File: src/rx_fifo_pkg.sv
// Constants and carrier types for the per-channel receive FIFO pointer block.
// Assumes a single 40 MHz clock and a synchronous active-high reset.
// How it works
// - With two or more channels each channel has its own read pointer, moved only by reads of its own FIFO read port and by its own flush bit.
// - Two consecutive reads of a channel's FIFO read port fetch one entry and advance its read pointer by exactly 2.
// - A write on another channel in the cycle after a read never disturbs the reading channel's pointer update.
// - Direct memory reads through the low and high read registers return stored data without using the pointers.
// - Setting the flush bit of a channel resets that channel's write pointer and read pointer.
package rx_fifo_pkg;

    localparam int unsigned NUM_CHANNELS  = 2;
    localparam int unsigned PTR_WIDTH     = 4;
    localparam int unsigned WORD_WIDTH    = 32;
    localparam int unsigned WORDS_PER_ENT = 2;
    localparam logic [PTR_WIDTH-1:0] PTR_RESET = 4'h0;
    localparam logic [PTR_WIDTH-1:0] PTR_STEP  = 4'h1;

    typedef struct packed {
        logic [WORD_WIDTH-1:0] low;
        logic [WORD_WIDTH-1:0] high;
    } rx_entry_s;

    typedef struct packed {
        logic                       valid;
        logic [$clog2(NUM_CHANNELS)-1:0] chan;
        logic                       half;
        logic [WORD_WIDTH-1:0]      data;
    } read_word_s;

endpackage : rx_fifo_pkg

File: src/sensor_rx_fifo_pointers.sv
// Per-channel receive FIFO pointers and data memory for the sensor interface.
// Receivers write whole entries; the host reads words through each channel's
// FIFO read port or directly by address. Answers pass a two-entry buffer.
// Assumes one clock, a synchronous active-high reset, and a host that only
// raises a request while req_ready is high.
//
// Pointer model: both pointers count 32-bit words, so an entry is two words.
// The write pointer therefore steps by two per stored entry, and the read
// pointer steps by one per FIFO port read. Bit zero of the read pointer tells
// which half of the entry the next FIFO read returns. Both pointers wrap
// naturally at the width of the pointer, which is twice the entry depth.
//
// Hazard avoided: each channel's pointers are computed in their own slice of
// the next-state copy and read only that channel's own events. A write
// landing on a neighbour channel in the cycle after a read therefore cannot
// overwrite or stall the reading channel's pointer update.
//
// Limitation: the block does not guard against overrun. A receiver that
// writes more entries than the host has drained silently overwrites the
// oldest unread entries; software must watch the pointers to notice.
//
// Trade-off: a flush in the same cycle as a write wins and drops the entry,
// so the pointers and the memory can never disagree after a flush.
`timescale 1ns/1ps
module sensor_rx_fifo_pointers
    import rx_fifo_pkg::*;
#(
    parameter int unsigned CHANNELS = NUM_CHANNELS,
    parameter int unsigned PW       = PTR_WIDTH
) (
    // Clock and reset.
    input  wire logic                      sys_clk,
    input  wire logic                      rst,
    // Receiver write side, one entry per channel per cycle.
    input  wire logic [CHANNELS-1:0]       rx_wr_valid,
    input  wire rx_entry_s [CHANNELS-1:0]  rx_wr_entry,
    // Flush control, one pulse per channel.
    input  wire logic [CHANNELS-1:0]       fifo_flush_bit,
    // Host FIFO read port requests.
    input  wire logic                      fifo_rd_req,
    input  wire logic [$clog2(CHANNELS)-1:0] fifo_rd_chan,
    // Host direct memory read requests.
    input  wire logic                      mem_rd_req,
    input  wire logic [$clog2(CHANNELS)-1:0] mem_rd_chan,
    input  wire logic [PW-1:0]             mem_rd_index,
    input  wire logic                      mem_rd_high,
    output logic                           req_ready,
    // Read answer stream.
    output read_word_s                     rd_out,
    input  wire logic                      rd_out_ready,
    // Pointer observation.
    output logic [CHANNELS*PW-1:0]         fifo_read_pointer,
    output logic [CHANNELS*PW-1:0]         fifo_write_pointer
);

    localparam int unsigned CW    = $clog2(CHANNELS);
    localparam int unsigned DEPTH = 1 << (PW - 1);

    ////////////////////////////////////////////////////////////////////////////
    // State. The read pointer counts words, so one entry advances it by two.

    typedef struct packed {
        logic [CHANNELS-1:0][PW-1:0] rptr;
        logic [CHANNELS-1:0][PW-1:0] wptr;
        read_word_s [1:0]            buf_q;
        logic [1:0]                  buf_cnt;
    } state_s;

    state_s                    st;
    state_s                    next_st;
    rx_entry_s                 mem [CHANNELS][DEPTH];
    read_word_s                word_in;
    logic                      take;
    logic                      pop;

    function automatic logic [WORD_WIDTH-1:0] pick(input rx_entry_s e, input logic hi);
        pick = hi ? e.high : e.low;
    endfunction : pick

    // The buffer refuses only when full; a stalled drain thus stops requests.
    assign take = (fifo_rd_req || mem_rd_req) && (st.buf_cnt != 2'h2);
    assign pop  = st.buf_cnt != 2'h0 && rd_out_ready;

    always_comb begin
        logic [PW-1:0] rp;
        rp = st.rptr[fifo_rd_chan];
        word_in = '0;
        word_in.valid = 1'b1;
        if (fifo_rd_req) begin
            word_in.chan = fifo_rd_chan;
            word_in.half = rp[0];
            word_in.data = pick(mem[fifo_rd_chan][rp[PW-1:1]], rp[0]);
        end else begin
            word_in.chan = mem_rd_chan;
            word_in.half = mem_rd_high;
            word_in.data = pick(mem[mem_rd_chan][mem_rd_index[PW-2:0]], mem_rd_high);
        end
    end

    always_comb begin
        next_st = st;
        for (int c = 0; c < CHANNELS; c++) begin
            // Each channel's pointers see only their own events, so a write on a
            // neighbour can never collide with this channel's read update.
            if (fifo_flush_bit[c]) begin
                next_st.rptr[c] = PTR_RESET;
                next_st.wptr[c] = PTR_RESET;
            end else begin
                if (rx_wr_valid[c])
                    next_st.wptr[c] = st.wptr[c] + (PTR_STEP << 1);
                if (take && fifo_rd_req && fifo_rd_chan == CW'(c))
                    next_st.rptr[c] = st.rptr[c] + PTR_STEP;
            end
        end
        if (pop) begin
            next_st.buf_q[0] = st.buf_q[1];
            next_st.buf_cnt  = st.buf_cnt - 2'h1;
        end
        if (take) begin
            next_st.buf_q[pop ? st.buf_cnt - 2'h1 : st.buf_cnt] = word_in;
            next_st.buf_cnt = (pop ? st.buf_cnt - 2'h1 : st.buf_cnt) + 2'h1;
        end
    end

    always_ff @(posedge sys_clk) begin
        if (rst) begin
            st <= '0;
        end else begin
            st <= next_st;
        end
    end

    always_ff @(posedge sys_clk) begin
        for (int c = 0; c < CHANNELS; c++) begin
            if (rx_wr_valid[c] && !fifo_flush_bit[c])
                mem[c][st.wptr[c][PW-1:1]] <= rx_wr_entry[c];
        end
    end

    ////////////////////////////////////////////////////////////////////////////
    // Outputs come straight from state flip-flops.

    always_ff @(posedge sys_clk) begin
        if (rst) begin
            req_ready <= 1'b0;
            rd_out    <= '0;
        end else begin
            req_ready <= next_st.buf_cnt != 2'h2;
            rd_out    <= next_st.buf_cnt != 2'h0 ? next_st.buf_q[0] : '0;
        end
    end

    // rd_out mirrors buffer head registered; pop uses st so head is consistent.
    assign fifo_read_pointer  = st.rptr;
    assign fifo_write_pointer = st.wptr;

    ////////////////////////////////////////////////////////////////////////////
    // Checks.

    a_pair_adds_two: assert property (@(posedge sys_clk) disable iff (rst)
        (take && fifo_rd_req && fifo_rd_chan == 1'b0 && !fifo_flush_bit[0]) ##1
        (take && fifo_rd_req && fifo_rd_chan == 1'b0 && !fifo_flush_bit[0])
        |=> st.rptr[0] == $past(st.rptr[0], 2) + 4'h2)
        else $error("read pointer did not advance by two");

    a_pair_adds_two_b: assert property (@(posedge sys_clk) disable iff (rst)
        (take && fifo_rd_req && fifo_rd_chan == 1'b1 && !fifo_flush_bit[1]) ##1
        (take && fifo_rd_req && fifo_rd_chan == 1'b1 && !fifo_flush_bit[1])
        |=> st.rptr[1] == $past(st.rptr[1], 2) + 4'h2)
        else $error("read pointer did not advance by two");

    a_other_chan_one: assert property (@(posedge sys_clk) disable iff (rst)
        (!fifo_flush_bit[1] && !(take && fifo_rd_req && fifo_rd_chan == 1'b1))
        |=> $stable(st.rptr[1]))
        else $error("read pointer moved without own read");

    a_flush_clears_zero: assert property (@(posedge sys_clk) disable iff (rst)
        fifo_flush_bit[0] |=> st.rptr[0] == PTR_RESET && st.wptr[0] == PTR_RESET)
        else $error("flush did not clear pointers");

    // A stalled answer must not change under the host's feet.
    a_answer_holds: assert property (@(posedge sys_clk) disable iff (rst)
        (rd_out.valid && !rd_out_ready) |=> $stable(rd_out))
        else $error("answer changed while stalled");

    a_other_chan_read: assert property (@(posedge sys_clk) disable iff (rst)
        (!fifo_flush_bit[0] && !(take && fifo_rd_req && fifo_rd_chan == 1'b0))
        |=> $stable(st.rptr[0]))
        else $error("read pointer moved without own read");

    a_flush_clears_ptrs: assert property (@(posedge sys_clk) disable iff (rst)
        fifo_flush_bit[1] |=> st.rptr[1] == PTR_RESET && st.wptr[1] == PTR_RESET)
        else $error("flush did not clear pointers");

    a_write_advances: assert property (@(posedge sys_clk) disable iff (rst)
        (rx_wr_valid[0] && !fifo_flush_bit[0]) |=> st.wptr[0] == $past(st.wptr[0]) + 4'h2)
        else $error("write pointer did not advance");

    a_direct_no_ptr: assert property (@(posedge sys_clk) disable iff (rst)
        (mem_rd_req && !fifo_rd_req && fifo_flush_bit == '0) |=> $stable(st.rptr))
        else $error("direct read moved a pointer");

endmodule : sensor_rx_fifo_pointers

File: config.mk
export PLATFORM = sky130hd
export DESIGN_NAME = sensor_rx_fifo_pointers
export DESIGN_NICKNAME = d
export VERILOG_FILES = /design/src/rx_fifo_pkg.sv /design/src/sensor_rx_fifo_pointers.sv
export SDC_FILE = /design/constraint.sdc
export NUM_CORES = 2
export LEC_CHECK = 0
export BUFFER_PORTS_ARGS = -buffer_cell sky130_fd_sc_hd__buf_2
export CAP_MARGIN = 10
export CORE_MARGIN = 10
export CORE_UTILIZATION = 25
export DETAILED_ROUTE_END_ITERATION = 7
export SYNTH_ARGS = -nofsm -noshare
export SYNTH_HDL_FRONTEND = slang
export SYNTH_SLANG_ARGS = --single-unit
File: constraint.sdc
create_clock -name sys_clk -period 12.65 [get_ports sys_clk]
set_clock_uncertainty 0.15 [all_clocks]
set_input_delay 0 -clock sys_clk [delete_from_list [all_inputs] [get_ports sys_clk]]
set_output_delay 0 -clock sys_clk [all_outputs]
set_load 0.05 [all_outputs]
==> impl_metrics.json <==
{
  "postPlaceCellArea_um2": 56300,
  "routed_wl_mm": 187,
  "synth_cells": 3237,
  "rsz0062_at_grt": "no",
  "ys.flop_type": "edfxtp_1",
  "antenna_found_initial": 66,
  "synth_seq_cells": 1146,
  "num_vias": 34600,
  "cp-startpoint": "fifo_read_pointer[6]",
  "setup_ws_ns": 7.82,
  "pwr-share-clk_pct": 36.9,
  "rows": 167,
  "routedWlPerCell_um": 28.8,
  "cts.path.max_buffers": 3,
  "power.leakage_uw": 0.0200,
  "grt_overflow_total": 0,
  "die_h_um": 478,
  "peakVddDrop_uv": 119,
  "grt_pass1_vias": 34600,
  "pwr-share-seq_pct": 47.3,
  "criticalPathCategory": "reg2reg",
  "synth_most_common_cell": "edfxtp_1",
  "synthTopCellsByArea": "edfxtp_1 (59%), mux4_2 (12%), mux2i_1 (6.6%), dfxtp_1 (4.7%), a22oi_1 (1.7%)",
  "synth-simple-area-share_pct": 5.70,
  "async_flop_share_pct": 0,
  "swShare_pct": 27.9,
  "cts_setup_buffers": 0,
  "max_cap_violations": 0,
  "port-buffer-count": 192,
  "cp_data_required_time_ns": 13.03,
  "ant_nets": 0,
  "rr_startpoint": "fifo_read_pointer[6]",
  "synthDistinctLibCells": 79,
  "clockRootBuffer": "clkbuf_16",
  "synthMuxAreaShare_pct": 19.6,
  "die_w_um": 478,
  "fin_setup_tns_ns": 0,
  "synth_top_family_by_area": "multiplexers",
  "grt_use_met2_pct": 25.1,
  "finalCritPeriodShare_pct": 38.2,
  "gp_congestion": 0.833,
  "htree_levels": 3,
  "synth_top_cell_area_share_pct": 58.7,
  "status": "complete, but fails checks",
  "drive_above_1_share_pct": 22.9,
  "crit_fanout": 71,
  "cts_buffers": 110,
  "relSlewSlack_pct": 23.1,
  "yosysTopAreaCell": "edfxtp_1",
  "cts_tree": "yes",
  "drtIter0Drc": 4372,
  "synthAdderAreaFrac_pct": 0.191,
  "start_kind": "register",
  "hold_path.startpoint": "rx_wr_entry[56]",
  "worstHoldPathType": "in2reg",
  "postLayoutCellArea_um2": 62500,
  "syn_area_um2": 52400,
  "synth-compound-area-share_pct": 7.90,
  "synth_xor_area_share_pct": 0.184,
  "start_util_pct": 25.2,
  "net-switching-power_uw": 2610,
  "power_frac_comb_pct": 15.8,
  "boundaryPins": 196,
  "arrival_ns": 5.22,
  "setup_viol": 0,
  "drc": 0,
  "powerDensity_nw_per_um2": 150,
  "yosysWarnings": 0,
  "syn2layout_area_growth_pct": 19.3,
  "numClockSinks": 1146,
  "gr-usage-met1_pct": 19.8,
  "clk_latency_ns": 0.75,
  "use_met3_pct": 3.49,
  "hold_viol": 2,
  "path_clk_slew_ns": 0.07,
  "avgSynthCellArea_um2": 16.2,
  "post_cts_resized": 0,
  "via_per_inst": 5.31,
  "fin_crit_ns": 4.83,
  "intPower_uw": 6730,
  "nets": 3760,
  "final.fill_count": 20500,
  "dp_hpwl_mm": 112,
  "yosysSeqAreaShare_pct": 63.4,
  "dieArea_um2": 228000,
  "worst_pin_slew_ns": 1.15,
  "coreArea_um2": 208000,
  "finalMaxSlewViolations": 0,
  "yosys-top-cells-count": "edfxtp_1 (1024), mux2i_1 (343), mux4_2 (278)",
  "violations": "negative hold slack",
  "grt_max_degree": 109,
  "top_usage_layer": "met2",
  "synth-edff-count": 1024,
  "pre_cts_slack_ns": 7.66,
  "grt_usage_pct": 15.7,
  "grt_pass1_wl_mm": 263,
  "fmax_ghz": 0.207,
  "worstSetupEndpointType": "register",
  "dr.pass1.iters": 8,
  "holdWs_ns": -0.00324
}
[sequential cells by signal, summed over array words and instances, names as in the netlist]
| register | flops |
|---|---|
| req_ready | 1 |
| fifo_write_pointer | 6 |
| mem | 1024 |
| rd_out | 35 |
| st | 72 |
| fifo_read_pointer | 8 |
[area by class of cell]
type / count / area, um2 / share of cell area (%)
Antenna cell: 17 / 42.5 / 0.0681
Clock buffer: 138 / 2980 / 4.77
Clock inverter: 71 / 807 / 1.29
Inverter: 8 / 31.3 / 0.0501
Multi-Input combinational cell: 1817 / 17800 / 28.6
Sequential cell: 1146 / 33200 / 53.1
Tap cell: 2788 / 3490 / 5.58
Timing Repair Buffer: 525 / 4080 / 6.52
[through the flow]
stage / hold slack, ns / total power, uW / util [%] / instances
final: -0.00324 / 9340 / 30.1 / 6510
after global routing: 0.0267 / 9650 / 30.1 / 6501
after CTS: 0.000515 / 9390 / 30.1 / 6493
after detailed placement: 0.127 / 5890 / 27.1 / 6052
after global placement: 0.118 / 5870 / 27.1 / 6052
after floorplan: -0.0511 / 5350 / - / 3238
[worst max-delay path, cell delays in order, from the launching register on]
cell	delay, ns
dfxtp_1	0.31
buf_4	0.36
mux2_8	0.72
buf_4	0.94
mux2i_1	0.27
o22ai_1	0.10
or4_1	0.56
a2111oi_2	0.82
a21oi_1	0.33
[repair_timing]
item,in CTS,in global routing
setup endpoints to repair,0,0
hold buffers,232,0
hold endpoints to repair,1211,0
[layout by cell type, fill, tap and decap left out, types with 13 or more instances in the layout]
cell type         n
a222oi_1         17
and4_1           17
a21oi_1          90
mux4_2          278
clkinv_2         20
clkbuf_16       111
mux2i_1         343
o22ai_1          88
nor4_1           20
dfxtp_1         119
nand4_1          28
diode_2          17
nand2_1         155
a211oi_1         45
a22oi_1         117
nor3_1           44
a221oi_1         89
and3_1           15
nand3_1          29
buf_4           101
and3b_1          13
bufinv_16        14
o21ai_0          28
clkinv_1         15
nand2b_1         43
dlygate4sd3_1   232
buf_2           189
clkbuf_1         17
nor2_1          108
o21bai_1         17
edfxtp_1       1024
mux2_2           36
[power groups by stage]
stage	registers (uW)	logic (uW)	clock network (uW)
2_1_floorplan	4650	702	0
5_1_grt	4430	1570	3650
3_3_place_gp	4500	1370	0
3_5_place_dp	4500	1390	0
6_report	4420	1470	3450
4_1_cts	4420	1470	3500
[worst paths after layout]
check	end	slack, ns	depth (start not counted)
max	rd_out[14]	7.82	8
max reg2reg	rd_out[14]	7.82	8
min reg2reg	st[70]	0.33	2
min	mem[0][248]	-0.003	2
[cell families after synthesis]
family                   count (synthesis)
AND/OR/NAND/NOR                        563
AO/OA/AOI/OAI                          569
flip-flops                            1146
multiplexers                           664
adder cells (fa/ha/maj)                  8
XOR/XNOR                                11
buffers and inverters                  275
other                                    1
[per-layer routing]
metal  vias up  wire [um]
met4        52      10800
met5         -        312
li1      14200          -
met1     17700      71800
met2      2191      86400
met3       515      18100
(Power assumes the default switching activity.)
